--- config.mk ---
export PLATFORM = sky130hd
export DESIGN_NAME = wakeup_clk
export DESIGN_NICKNAME = d
export VERILOG_FILES = /design/src/wakeup_clk_pkg.sv /design/src/wakeup_clk.sv /design/src/wakeup_clk_fifo.sv
export VERILOG_INCLUDE_DIRS = /design/src /design/src/src
export SDC_FILE = /design/constraint.sdc
export NUM_CORES = 1
export LEC_CHECK = 0
export BUFFER_PORTS_ARGS = -buffer_cell sky130_fd_sc_hd__clkbuf_2
export CAP_MARGIN = 20
export CORE_AREA = 2 2 105 107
export CTS_CLUSTER_SIZE = 16
export DETAILED_ROUTE_END_ITERATION = 8
export DIE_AREA = 0 0 107 109
export PLACE_DENSITY = 0.75
export SLEW_MARGIN = 10
export SYNTH_ARGS = -nofsm -noshare
export SYNTH_HDL_FRONTEND = slang
export SYNTH_HIERARCHICAL = 1
export SYNTH_SLANG_ARGS = --single-unit
export TNS_END_PERCENT = 5
--- constraint.sdc ---
create_clock -name clk_i -period 4.05 [get_ports clk_i]
set_input_delay 0.405 -clock clk_i [delete_from_list [all_inputs] [get_ports clk_i]]
set_output_delay 0.405 -clock clk_i [all_outputs]
set_load 0.01 [all_outputs]
--- src/wakeup_clk_params.svh ---
// Purpose: Constants of the wake-up and baud clocking block.
// Assumes: A 200 MHz system clock.
// Notes: Times are in nanoseconds; the settle count is derived from them, the sleep count is given in cycles.
`ifndef WAKEUP_CLK_PARAMS_SVH
`define WAKEUP_CLK_PARAMS_SVH
`define CLK_PERIOD_NS 5
`define XTAL_SETTLE_NS 1500000
`define XTAL_SETTLE_CYCLES (`XTAL_SETTLE_NS / `CLK_PERIOD_NS)
`define SLEEP_TIMEOUT_CYCLES 65536
`define MODE_ASYNC 2'h0
`define MODE_SYNC 2'h1
`define MODE_MANCH 2'h2
`define HOST_CLK_OFF 2'h0
`define HOST_CLK_ALWAYS 2'h1
`define HOST_CLK_TX 2'h2
`define TX_FIFO_DEPTH 4
`endif

--- src/wakeup_clk_pkg.sv ---
// Purpose: Types shared by the wake-up and baud clocking block.
// Assumes: Nothing beyond the parameter header.
// Notes: Carried records are packed structs.
package wakeup_clk_pkg;
  typedef enum logic [1:0] {
    st_sleep = 2'h0,
    st_settle = 2'h1,
    st_ready = 2'h3
  } wake_state_type;

  typedef struct packed {
    logic sample_on_rise;
    logic host_clk_on;
  } wake_latch_type;
endpackage : wakeup_clk_pkg

--- src/wakeup_clk.sv ---
// Purpose: Wake-up handling and baud clock generation of the serial control port.
// Assumes: clk_i stands in for the crystal clock; port pins are synchronised here.
// Notes: Clock outputs toggle on divider enables, never on a second clock.
// Overview of operation
// - Enable rising while asleep starts the oscillator, settling up to 1.5 ms.
// - That same edge fixes the serial clock sampling edge.
// - That edge decides host clock activation from setting and data line level.
// - Crystal-dependent functions stay unavailable until the oscillator settles.
// - Generate a host clock and a 50% duty baud clock.
// - Host clock stays aligned to data clock, realigned on reprogram or transmit start.
// - Three data paths: asynchronous, synchronous, Manchester; command selects one.
// - Enable low beyond 2^16 crystal cycles enters sleep.
// - Serial clock low at wake means sample on falling edges, else rising.
// - Host clock modes off, always, or transmit-only; kept across sleep.
`timescale 1ns/10ps
`include "wakeup_clk_params.svh"
module wakeup_clk #(
  parameter int SETTLE_CYCLES = `XTAL_SETTLE_CYCLES,
  parameter int SLEEP_CYCLES = `SLEEP_TIMEOUT_CYCLES,
  parameter int DIV_WIDTH = 8
) (
  input wire logic clk_i,
  input wire logic rstn_i,
  input wire logic port_enable_i,
  input wire logic port_clk_i,
  input wire logic serial_data_line_i,
  input wire logic [1:0] host_clk_mode_i,
  input wire logic [1:0] data_mode_i,
  input wire logic [DIV_WIDTH-1:0] baud_div_i,
  input wire logic clk_cfg_load_i,
  input wire logic tx_start_i,
  input wire logic tx_active_i,
  input wire logic tx_valid_i,
  output logic tx_ready_o,
  input wire logic tx_bit_i,
  output logic sleep_state_o,
  output logic osc_run_o,
  output logic osc_stable_o,
  output logic sample_on_rise_o,
  output logic host_clock_out_o,
  output logic baud_clk_o,
  output logic data_out_o
);
  // ----------------------------------------------------------------
  // Pin synchronisers
  // ----------------------------------------------------------------
  logic [1:0] en_sync;
  logic [1:0] pclk_sync;
  logic [1:0] dat_sync;
  logic en_prev;
  logic en_rise;

  // Only the second stage is read, so a first stage caught between levels never
  // reaches the edge detector or the wake-up latches.
  always_ff @(posedge clk_i or negedge rstn_i) begin
    if (!rstn_i) begin
      en_sync <= 2'h0;
      pclk_sync <= 2'h0;
      dat_sync <= 2'h0;
      en_prev <= 1'b0;
    end else begin
      en_sync <= {en_sync[0], port_enable_i};
      pclk_sync <= {pclk_sync[0], port_clk_i};
      dat_sync <= {dat_sync[0], serial_data_line_i};
      en_prev <= en_sync[1];
    end
  end

  assign en_rise = en_sync[1] && !en_prev;

  // ----------------------------------------------------------------
  // Decoders
  // ----------------------------------------------------------------
  // The unused data mode code counts as asynchronous, so the FIFO is never
  // drained into an output that does not show the bits.
  function automatic logic clocked_mode(input logic [1:0] mode);
    return (mode == `MODE_SYNC) || (mode == `MODE_MANCH);
  endfunction : clocked_mode

  function automatic logic host_clk_allowed(input logic [1:0] mode, input logic active);
    return (mode == `HOST_CLK_ALWAYS) || ((mode == `HOST_CLK_TX) && active);
  endfunction : host_clk_allowed

  // ----------------------------------------------------------------
  // Wake-up state machine
  // ----------------------------------------------------------------
  wakeup_clk_pkg::wake_state_type state;
  wakeup_clk_pkg::wake_state_type next_state;
  wakeup_clk_pkg::wake_latch_type latch;
  wakeup_clk_pkg::wake_latch_type next_latch;
  logic [31:0] settle_cnt;
  logic [31:0] next_settle_cnt;
  logic [31:0] low_cnt;
  logic [31:0] next_low_cnt;
  logic [1:0] mode_kept;
  logic [1:0] next_mode_kept;

  // The settle count runs on the system clock, which stands in for the crystal;
  // its default covers the longest start-up of the oscillator.
  always_comb begin
    next_state = state;
    next_latch = latch;
    next_settle_cnt = settle_cnt;
    next_mode_kept = mode_kept;
    next_low_cnt = en_sync[1] ? 32'h0 : low_cnt + 32'h1;
    if (clk_cfg_load_i) begin
      next_mode_kept = host_clk_mode_i;
    end
    case (state)
      wakeup_clk_pkg::st_sleep: begin
        next_low_cnt = 32'h0;
        if (en_rise) begin
          next_state = wakeup_clk_pkg::st_settle;
          next_settle_cnt = 32'h0;
          next_latch.sample_on_rise = pclk_sync[1];
          next_latch.host_clk_on = (mode_kept != `HOST_CLK_OFF) && dat_sync[1];
        end
      end
      wakeup_clk_pkg::st_settle: begin
        next_settle_cnt = settle_cnt + 32'h1;
        if (settle_cnt >= SETTLE_CYCLES - 1) begin
          next_state = wakeup_clk_pkg::st_ready;
        end
      end
      default: begin
        next_state = wakeup_clk_pkg::st_ready;
      end
    endcase
    if (state != wakeup_clk_pkg::st_sleep && low_cnt >= SLEEP_CYCLES) begin
      next_state = wakeup_clk_pkg::st_sleep;
    end
  end

  always_ff @(posedge clk_i or negedge rstn_i) begin
    if (!rstn_i) begin
      state <= wakeup_clk_pkg::st_sleep;
      latch <= '0;
      settle_cnt <= 32'h0;
      low_cnt <= 32'h0;
      mode_kept <= `HOST_CLK_OFF;
    end else begin
      state <= next_state;
      latch <= next_latch;
      settle_cnt <= next_settle_cnt;
      low_cnt <= next_low_cnt;
      mode_kept <= next_mode_kept;
    end
  end

  logic stable;
  assign stable = state == wakeup_clk_pkg::st_ready;

  // ----------------------------------------------------------------
  // Baud rate generator
  // ----------------------------------------------------------------
  // Restarting the divider on reprogramming or transmit start keeps both
  // clocks phase-locked to the data clock, at the cost of one short period.
  logic [DIV_WIDTH-1:0] div_cnt;
  logic [DIV_WIDTH-1:0] next_div_cnt;
  logic baud;
  logic next_baud;
  logic hclk;
  logic next_hclk;
  logic realign;
  logic half_tick;

  assign realign = clk_cfg_load_i || tx_start_i;
  assign half_tick = stable && !realign && (div_cnt == baud_div_i);

  always_comb begin
    next_div_cnt = div_cnt + 1'b1;
    next_baud = baud;
    next_hclk = hclk;
    if (!stable || realign) begin
      next_div_cnt = '0;
      next_baud = 1'b0;
      next_hclk = 1'b0;
    end else if (half_tick) begin
      next_div_cnt = '0;
      next_baud = !baud;
      next_hclk = !hclk;
    end
  end

  always_ff @(posedge clk_i or negedge rstn_i) begin
    if (!rstn_i) begin
      div_cnt <= '0;
      baud <= 1'b0;
      hclk <= 1'b0;
    end else begin
      div_cnt <= next_div_cnt;
      baud <= next_baud;
      hclk <= next_hclk;
    end
  end

  // ----------------------------------------------------------------
  // Transmit data paths
  // ----------------------------------------------------------------
  logic fifo_valid;
  logic fifo_ready;
  logic fifo_bit;
  logic bit_take;
  logic baud_fall;
  logic baud_rise;
  logic cur_bit;
  logic next_cur_bit;
  logic dout;
  logic next_dout;

  assign baud_rise = half_tick && !baud;
  assign baud_fall = half_tick && baud;
  // baud clock rising edges drain the FIFO in the clocked modes; the FIFO absorbs jitter.
  assign bit_take = clocked_mode(data_mode_i) && baud_rise;

  wakeup_clk_fifo #(
    .WIDTH(1),
    .DEPTH(`TX_FIFO_DEPTH)
  ) u_fifo (
    .clk_i(clk_i),
    .rstn_i(rstn_i),
    .in_valid_i(tx_valid_i && stable),
    .in_ready_o(fifo_ready),
    .in_data_i(tx_bit_i),
    .out_valid_o(fifo_valid),
    .out_ready_i(bit_take),
    .out_data_o(fifo_bit)
  );

  // Ready stays low until the crystal is usable, so the host cannot queue bits
  // that would be clocked out on an unsettled baud clock.
  assign tx_ready_o = fifo_ready && stable;

  always_comb begin
    next_cur_bit = cur_bit;
    next_dout = dout;
    if (bit_take && fifo_valid) begin
      next_cur_bit = fifo_bit;
    end
    case (data_mode_i)
      `MODE_SYNC: begin
        if (bit_take && fifo_valid) begin
          next_dout = fifo_bit;
        end
      end
      `MODE_MANCH: begin
        if (bit_take && fifo_valid) begin
          next_dout = !fifo_bit;
        end else if (baud_fall) begin
          next_dout = cur_bit;
        end
      end
      default: begin
        next_dout = dat_sync[1];
      end
    endcase
  end

  always_ff @(posedge clk_i or negedge rstn_i) begin
    if (!rstn_i) begin
      cur_bit <= 1'b0;
      dout <= 1'b0;
    end else begin
      cur_bit <= next_cur_bit;
      dout <= next_dout;
    end
  end

  // ----------------------------------------------------------------
  // Outputs
  // ----------------------------------------------------------------
  logic hclk_en;
  logic hclk_out;
  logic next_hclk_out;

  assign hclk_en = latch.host_clk_on && host_clk_allowed(mode_kept, tx_active_i);

  // The gate acts on the next level and is registered, so a change of the
  // transmit flag takes effect at the next system clock edge and can cut a host clock level short.
  always_comb begin
    next_hclk_out = next_hclk && hclk_en;
  end

  always_ff @(posedge clk_i or negedge rstn_i) begin
    if (!rstn_i) begin
      hclk_out <= 1'b0;
    end else begin
      hclk_out <= next_hclk_out;
    end
  end

  assign sleep_state_o = state == wakeup_clk_pkg::st_sleep;
  assign osc_run_o = !sleep_state_o;
  assign osc_stable_o = stable;
  assign sample_on_rise_o = latch.sample_on_rise;
  assign host_clock_out_o = hclk_out;
  assign baud_clk_o = baud;
  assign data_out_o = dout;
endmodule : wakeup_clk

--- src/wakeup_clk_fifo.sv ---
// Purpose: Small FIFO for transmit data bits.
// Assumes: One clock, active-low asynchronous reset.
// Notes: Depth must be a power of two.
`timescale 1ns/10ps
module wakeup_clk_fifo #(
  parameter int WIDTH = 1,
  parameter int DEPTH = 4
) (
  input wire logic clk_i,
  input wire logic rstn_i,
  input wire logic in_valid_i,
  output logic in_ready_o,
  input wire logic [WIDTH-1:0] in_data_i,
  output logic out_valid_o,
  input wire logic out_ready_i,
  output logic [WIDTH-1:0] out_data_o
);
  localparam int AW = $clog2(DEPTH);
  logic [WIDTH-1:0] mem [DEPTH];
  logic [AW:0] wr_ptr;
  logic [AW:0] rd_ptr;
  logic [AW:0] next_wr_ptr;
  logic [AW:0] next_rd_ptr;
  logic push;
  logic pop;

  assign out_valid_o = wr_ptr != rd_ptr;
  assign in_ready_o = (wr_ptr[AW-1:0] != rd_ptr[AW-1:0]) || (wr_ptr[AW] == rd_ptr[AW]);
  assign push = in_valid_i && in_ready_o;
  assign pop = out_valid_o && out_ready_i;
  assign out_data_o = mem[rd_ptr[AW-1:0]];

  always_comb begin
    next_wr_ptr = push ? wr_ptr + 1'b1 : wr_ptr;
    next_rd_ptr = pop ? rd_ptr + 1'b1 : rd_ptr;
  end

  always_ff @(posedge clk_i or negedge rstn_i) begin
    if (!rstn_i) begin
      wr_ptr <= '0;
      rd_ptr <= '0;
    end else begin
      wr_ptr <= next_wr_ptr;
      rd_ptr <= next_rd_ptr;
    end
  end

  always_ff @(posedge clk_i) begin
    if (push) begin
      mem[wr_ptr[AW-1:0]] <= in_data_i;
    end
  end
endmodule : wakeup_clk_fifo

-- Word level (Yosys, flattened, before mapping)
Memory sizes are Yosys's and may differ from the RTL's.
Index checks and enable logic that the tools add are counted.
Widths: inputs -> output; s select.
- register bits after elaboration: 96
- memory bits (writable): 4
- bits of input ports: 22
- output and inout port bits: 8
- logic and storage cells: 97
- memories: 1
- memories (name ; words ; bits a word ; rd ports ; clocked after memory_dff ; wr ports ; RTL line ; source):
    u_fifo.mem ; 4 ; 1 ; 1 ; 0 ; 1 ; wakeup_clk_fifo.sv:19 ; logic [WIDTH-1:0] mem [DEPTH];
- $add $sub $neg: 5
- $lt $le $gt $ge: 2
- equal/unequal tests: 15
- muxes and demuxes: 20
- reductions and logical operators: 36
- operator list (kind ; count):
    $mux 32 ; 3
    $add 32x1->32 const B ; 2
    $pmux 32 s2 ; 1
    $ge 32x17->1 const B ; 1
    $ge 32x19->1 const B ; 1
    $mux 8 ; 2
    $logic_and 1x1->1 ; 15
    $mux 1 ; 9
    $add 8x1->8 const B ; 1
    $eq 8x8->1 ; 1
    $reduce_and 2->1 ; 4
    $reduce_bool 2->1 ; 4
    $logic_not 1->1 ; 7
    $add 3x1->3 const B ; 2
    $eq 2x1->1 const B ; 3
    $eq 2x2->1 const B ; 3
    $mux 2 ; 3
    $logic_or 1x1->1 ; 5
    $ne 2x1->1 const B ; 2
    $pmux 2 s2 ; 1
    $ne 3x1->1 const B ; 1
    $ne 3x2->1 const B ; 1
    $ne 3x3->1 ; 1
    $ne 3x3->1 const B ; 1
    4 further kinds ; 4

-- Depth between registers and ports, before layout
- depth in word-level cells: 9
- gate-level depth with buffers: 8
- gate-level depth less buffers: 7

-- Hierarchy
Netlist, hierarchy kept.
- by module, submodules not included (module ; times used ; cells each ; area an instance (sq um) ; seq. area each (sq um)):
    wakeup_clk ; 1 ; 471 ; 4555.6 ; 2252.2
    wakeup_clk_fifo ; 1 ; 53 ; 658.1 ; 270.3

-- Worst setup path after synthesis
OpenSTA, ideal clock, no wires.
- path type: reg-to-reg
- from: reg state[0]
- to: reg settle_cnt[30]
- setup time: 0.132 ns
- arrival time: 2.147 ns
- required time: 3.918 ns
- path slack: 1.771 ns
- stages on the path, launching flop included: 9
- buffers on the path: 3
- clock period less this slack: 2.279 ns
- cell sequence: dfrtp_1 buf_6 or4b_4 buf_6 a2111o_1 buf_6 nor4_4 xnor2_1 nor2_1
- cells in the longest elaborated chain, start to end: 3
- elaborated cells between the ends (all ways): 6
- those cells by class: 2 x eq/ne; 1 x mux; 3 x reduce/logical
- RTL lines (element ; RTL line ; source):
    from (decl) ; wakeup_clk.sv:87 ; wakeup_clk_pkg::wake_state_type state;
    from (signal assigned) ; wakeup_clk.sv:136 ; state <= wakeup_clk_pkg::st_sleep;
    from (signal assigned) ; wakeup_clk.sv:142 ; state <= next_state;
    $logic_not 2->1 or $eq 2x1->1 (tied branches) ; wakeup_clk.sv:109 ; case (state)
    $ne 2x1->1 (no line) or $reduce_bool 2->1 (tied branches) ; - ;
    $reduce_and 2->1 (no line) ; - ;
    to (signal assigned) ; wakeup_clk.sv:144 ; settle_cnt <= next_settle_cnt;
    to (decl) ; wakeup_clk.sv:91 ; logic [31:0] settle_cnt;
Parallel ways exist; a longest one is shown, timed or not.
A chain may end at the register's enable or synchronous reset.

-- Final worst setup path
- from: reg state[0]
- to: reg dout, in the netlist data_out_o
- cells in the longest elaborated chain, start to end: 8
- elaborated cells between the ends (all ways): 12
- those cells by class: 3 x eq/ne; 2 x mux; 7 x reduce/logical
- RTL lines (element ; RTL line ; source):
    $eq 2x2->1 * ; wakeup_clk.sv:151 ; assign stable = state == wakeup_clk_pkg::st_ready;
    $logic_and 1x1->1 * (2 in a row) ; wakeup_clk.sv:168 ; assign half_tick = stable && !realign && (div_cnt == baud_div_i);
    $logic_and 1x1->1 ; wakeup_clk.sv:211 ; assign baud_rise = half_tick && !baud;
    $logic_and 1x1->1 ; wakeup_clk.sv:214 ; assign bit_take = clocked_mode(data_mode_i) && baud_rise;
    $logic_and 1x1->1 ; wakeup_clk.sv:242, wakeup_clk.sv:247 ;
    $mux 1 (tied with other cells) ; wakeup_clk.sv:247 ; if (bit_take && fifo_valid) begin
    $pmux 1 s2 or $reduce_and 2->1 (tied branches) ; - ;
    to (signal assigned) ; wakeup_clk.sv:265 ; dout <= next_dout;
    to (decl) ; wakeup_clk.sv:208 ; logic dout;
Every way passes the cells marked *; elsewhere a longest branch is shown, timed or not.

==> summary by stage <==
Logic synthesis
Among all flip-flop cells after synthesis, the most frequent one is dfrtp_1. The synthesized netlist occupies a cell area of 5210 µm². The net count of the mapped netlist is 557. The synthesized design spends more area on one cell type than any other, namely dfrtp_1. The top cell type's share of synthesized area is 46.1%. Counting flops with a built-in enable in the synthesized netlist gives 4.

The cell with the most instances after synthesis is dfrtp_1. The sequential fraction of the synthesis area is 48.4%. Synthesis produced a netlist whose cell count is 524. The netlist uses 54 different library cells. The average instance area after synthesis is 9.95 µm².

After synthesis, the most frequently instantiated cells are dfrtp_1, nor2_1, xnor2_1. After synthesis the netlist holds a flip-flop and latch count of 100. During synthesis, Yosys emitted a total of 6 warnings. The async set-or-reset flop fraction in the synthesized netlist is 96.0%.

After synthesis, the cell types taking the most area are dfrtp_1, xnor2_1, nor2_1.

Worst setup path
The number of buffers and inverters on the critical path is 0. At the worst endpoint, the required time is 4300 ps. Broken down by cell family, the worst path's largest delay share belongs to simple AND/OR/NAND/NOR gates. The nature of the critical path startpoint is a register. The critical path data arrival time is 2760 ps. On the critical path, the stage with the largest delay is an instance of nor4bb_1. The highest cell delay on the worst timing path is 720 ps. The critical path goes through nor4bb_1, nand3_1, o311a_1, o32a_1, mux2_2. STA classifies the critical path endpoint as a register. The kind of critical path is reg2reg. Along the worst path, the maximum fanout reaches 10.

Finish
The number of antenna diodes in the final layout is 0. The filler cells instantiated in the layout total 935. Of the cells placed in the final design, the portion with a size suffix greater than 1 is 13.7%. The sequential cell area is 2520 µm². The area growth from synthesis to layout is 8.06%. The final non-filler cell area is 5630 µm².

The area used by multi-input combinational logic is 2500 µm². The final cell count without fillers is 693. At the end of the flow, the number of nets in the layout was 581.

CTS
The clock passes through at most 2 buffers. The H-tree was split into 3 levels. Counting every sink on the clock net gives 100. The total of cells resized after clock tree synthesis is 0. The clock slew at the register clock pins of the worst setup and hold paths is 90 ps. Hold repair after CTS inserted 0 buffers. The clock root buffer master is clkbuf_8. In this run the post-CTS setup repair buffer count came out at 0. Counting the buffers created by CTS gives 9.

For the worst-skew pair, the clock arrives at the later sink with an insertion delay of 360 ps. TritonCTS built the clock tree.

STA
Headroom to the max-slew limit came out at 40.8%. Clock skew on the completed layout was measured at 10.8 ps. The post-layout minimum cycle time is 2520 ps. The number of pins exceeding their max-slew limit in the final report is 0. The maximum frequency from static timing analysis is 0.397 GHz. At the pin with the least slew margin, the transition time is 889 ps. The number of failing hold endpoints at the final stage is 0. Setup repair after global routing left no endpoint under its margin. Adding up every negative setup slack in the final design gives 0 ps. The final-report setup violation count is 0. Of the available clock period, the critical path in the final layout requires 62.1%.

Min path
The worst hold path belongs to the class in2async.

Global routing
Entering global routing, the biggest net connects 73 pins. The number of global-route vias before repair is 3807. The number of antenna violations at the first check in global routing came to 0.

Global routing used 18.3% of the available tracks across all layers. The first global-routing pass estimated 17.3 mm of wire. For this run the aggregate overflow at the end of global routing stands at 0.

Floorplan
The width of the die is 107 µm. The die covers 11700 µm². 30 I/O pins were placed. The row count is 38. The area of the core is 10600 µm².

The initial cell density of the core is 49.2%. Measured along the y axis, the die boundary spans 109 µm.

Place
The placement-stage cell area is 5470 µm². The sum of net half-perimeters after detailed placement is 6.92 mm. The congestion estimate from routability-driven global placement came to 0.772. Buffers placed on the I/O ports in this run total 29. The number of placed instances, taps included, is 677.

Flow run
The max-cap violation count is 0.

Route
The average wire per cell in the routed design is 14.1 µm. The remaining design rule violation count is 0. The violation count after the first detailed-route iteration is 195. The detail route stage leaves a number of antenna-violating nets equal to 0. Summed over all layers, the routed wires come to 9.76 mm. Across all layers, the routed design uses 3802 vias.

The first-pass iteration count of the detailed router is 4. After detailed routing, the number of vias per cell comes to 5.49.

Status
The flow ran to the end, and the final reports show no timing, DRC or antenna violations.

Power
For this design the ratio of total power to cell area is 366 nW/µm². The worst voltage drop across the vdd grid is 0.000228 V. The cell leakage power is 2.37 nW.
==> worst reg2reg max path: stages (launching register included) <==
cell and delay [ps]:
dfrtp_1 490, nor4bb_1 720, nand3_1 250, o311a_1 350
o32a_1 340, mux2_2 250
==> area by class of cell <==
type	count	share of cell area, %
tap	140	3.11
clock inverter	6	0.711
inverter	25	1.67
timing repair buffer	32	3.02
multi-input combinational	380	44.5
clock buffer	10	2.27
sequential	100	44.8
==> layout by cell type (no fill, tap or decap), types with 3 or more instances in the layout <==
cell type / instances
a21oi_1: 17
and2_1: 6
and3_1: 10
and4_1: 4
buf_4: 4
clkbuf_2: 28
clkbuf_8: 9
clkinv_2: 3
dfrtp_1: 96
edfxtp_1: 4
ha_1: 11
inv_1: 25
mux2_2: 4
nand2_1: 38
nand2b_1: 4
nand3_1: 29
nand4_1: 17
nor2_1: 68
nor3_1: 15
nor4_1: 12
nor4_2: 4
o21ai_0: 17
o31ai_1: 3
o31ai_2: 4
or2_2: 3
or3_1: 11
or4_1: 3
xnor2_1: 42
xor2_1: 26
==> cells by family after synthesis <==
family,share of synthesized area (%)
flip-flops,48.4
adder cells (fa/ha/maj),2.64
XOR/XNOR,12.4
multiplexers,1.30
AND/OR/NAND/NOR,23.9
AO/OA/AOI/OAI,7.75
buffers and inverters,3.70
==> per-layer routing <==
metal  vias to the layer above  track usage, %  wire [µm]
met1                      1873            23.3       4460
met3                        12            3.11        292
met5                         -               0          0
met4                         0            5.10        106
met2                        59            32.4       4910
li1                       1858               -          -
==> worst paths after layout <==
check                                startpoint                    endpoint  slack [ps]  cells past startpoint
min reg2reg                en_sync[0]$_DFF_PN0_        en_sync[1]$_DFF_PN0_         370                      0
max reg2reg                state[0]$_DFFE_PN0P_      data_out_o$_DFFE_PN0P_        1530                      5
max                        state[0]$_DFFE_PN0P_      data_out_o$_DFFE_PN0P_        1530                      5
max in group asynchronous                rstn_i  settle_cnt[27]$_DFFE_PN0P_        3030                      2
min in group clk_i           serial_data_line_i       dat_sync[0]$_DFF_PN0_         150                      1
min                                      rstn_i         cur_bit$_DFFE_PN0P_         150                      1
==> stage by stage <==
stage / hold WS, ps / power (W) / util (%) / setup WS (ps)
after CTS: 128 / 0.00208 / 53.1 / 1570
after global placement: 340 / 0.00151 / 51.6 / 1620
after detailed placement: 346 / 0.00152 / 51.6 / 1560
after floorplan: 109 / 0.00141 / - / 1770
final: 148 / 0.00206 / 53.1 / 1530
after global routing: 122 / 0.00218 / 53.1 / 1370
==> registers in the layout, indices dropped and copies added (netlist names) <==
name and flops:
cur_bit 1, low_cnt 32, host_clock_out_o 1, hclk 1, u_fifo/rd_ptr 3, pclk_sync 2, u_fifo/mem 4, data_out_o 1
baud_clk_o 1, div_cnt 8, mode_kept 2, latch 1, sample_on_rise_o 1, settle_cnt 32, en_sync 2, en_prev 1
u_fifo/wr_ptr 3, state 2, dat_sync 2
==> power breakdown <==
group | switching, W | internal (W) | total [W]
Combinational | 0.000207 | 0.000141 | 0.000348
Clock | 0.000331 | 0.000224 | 0.000555
Sequential | 0.0000886 | 0.00107 | 0.00116
Total | 0.000627 | 0.00143 | 0.00206
(Power assumes the default switching activity.)
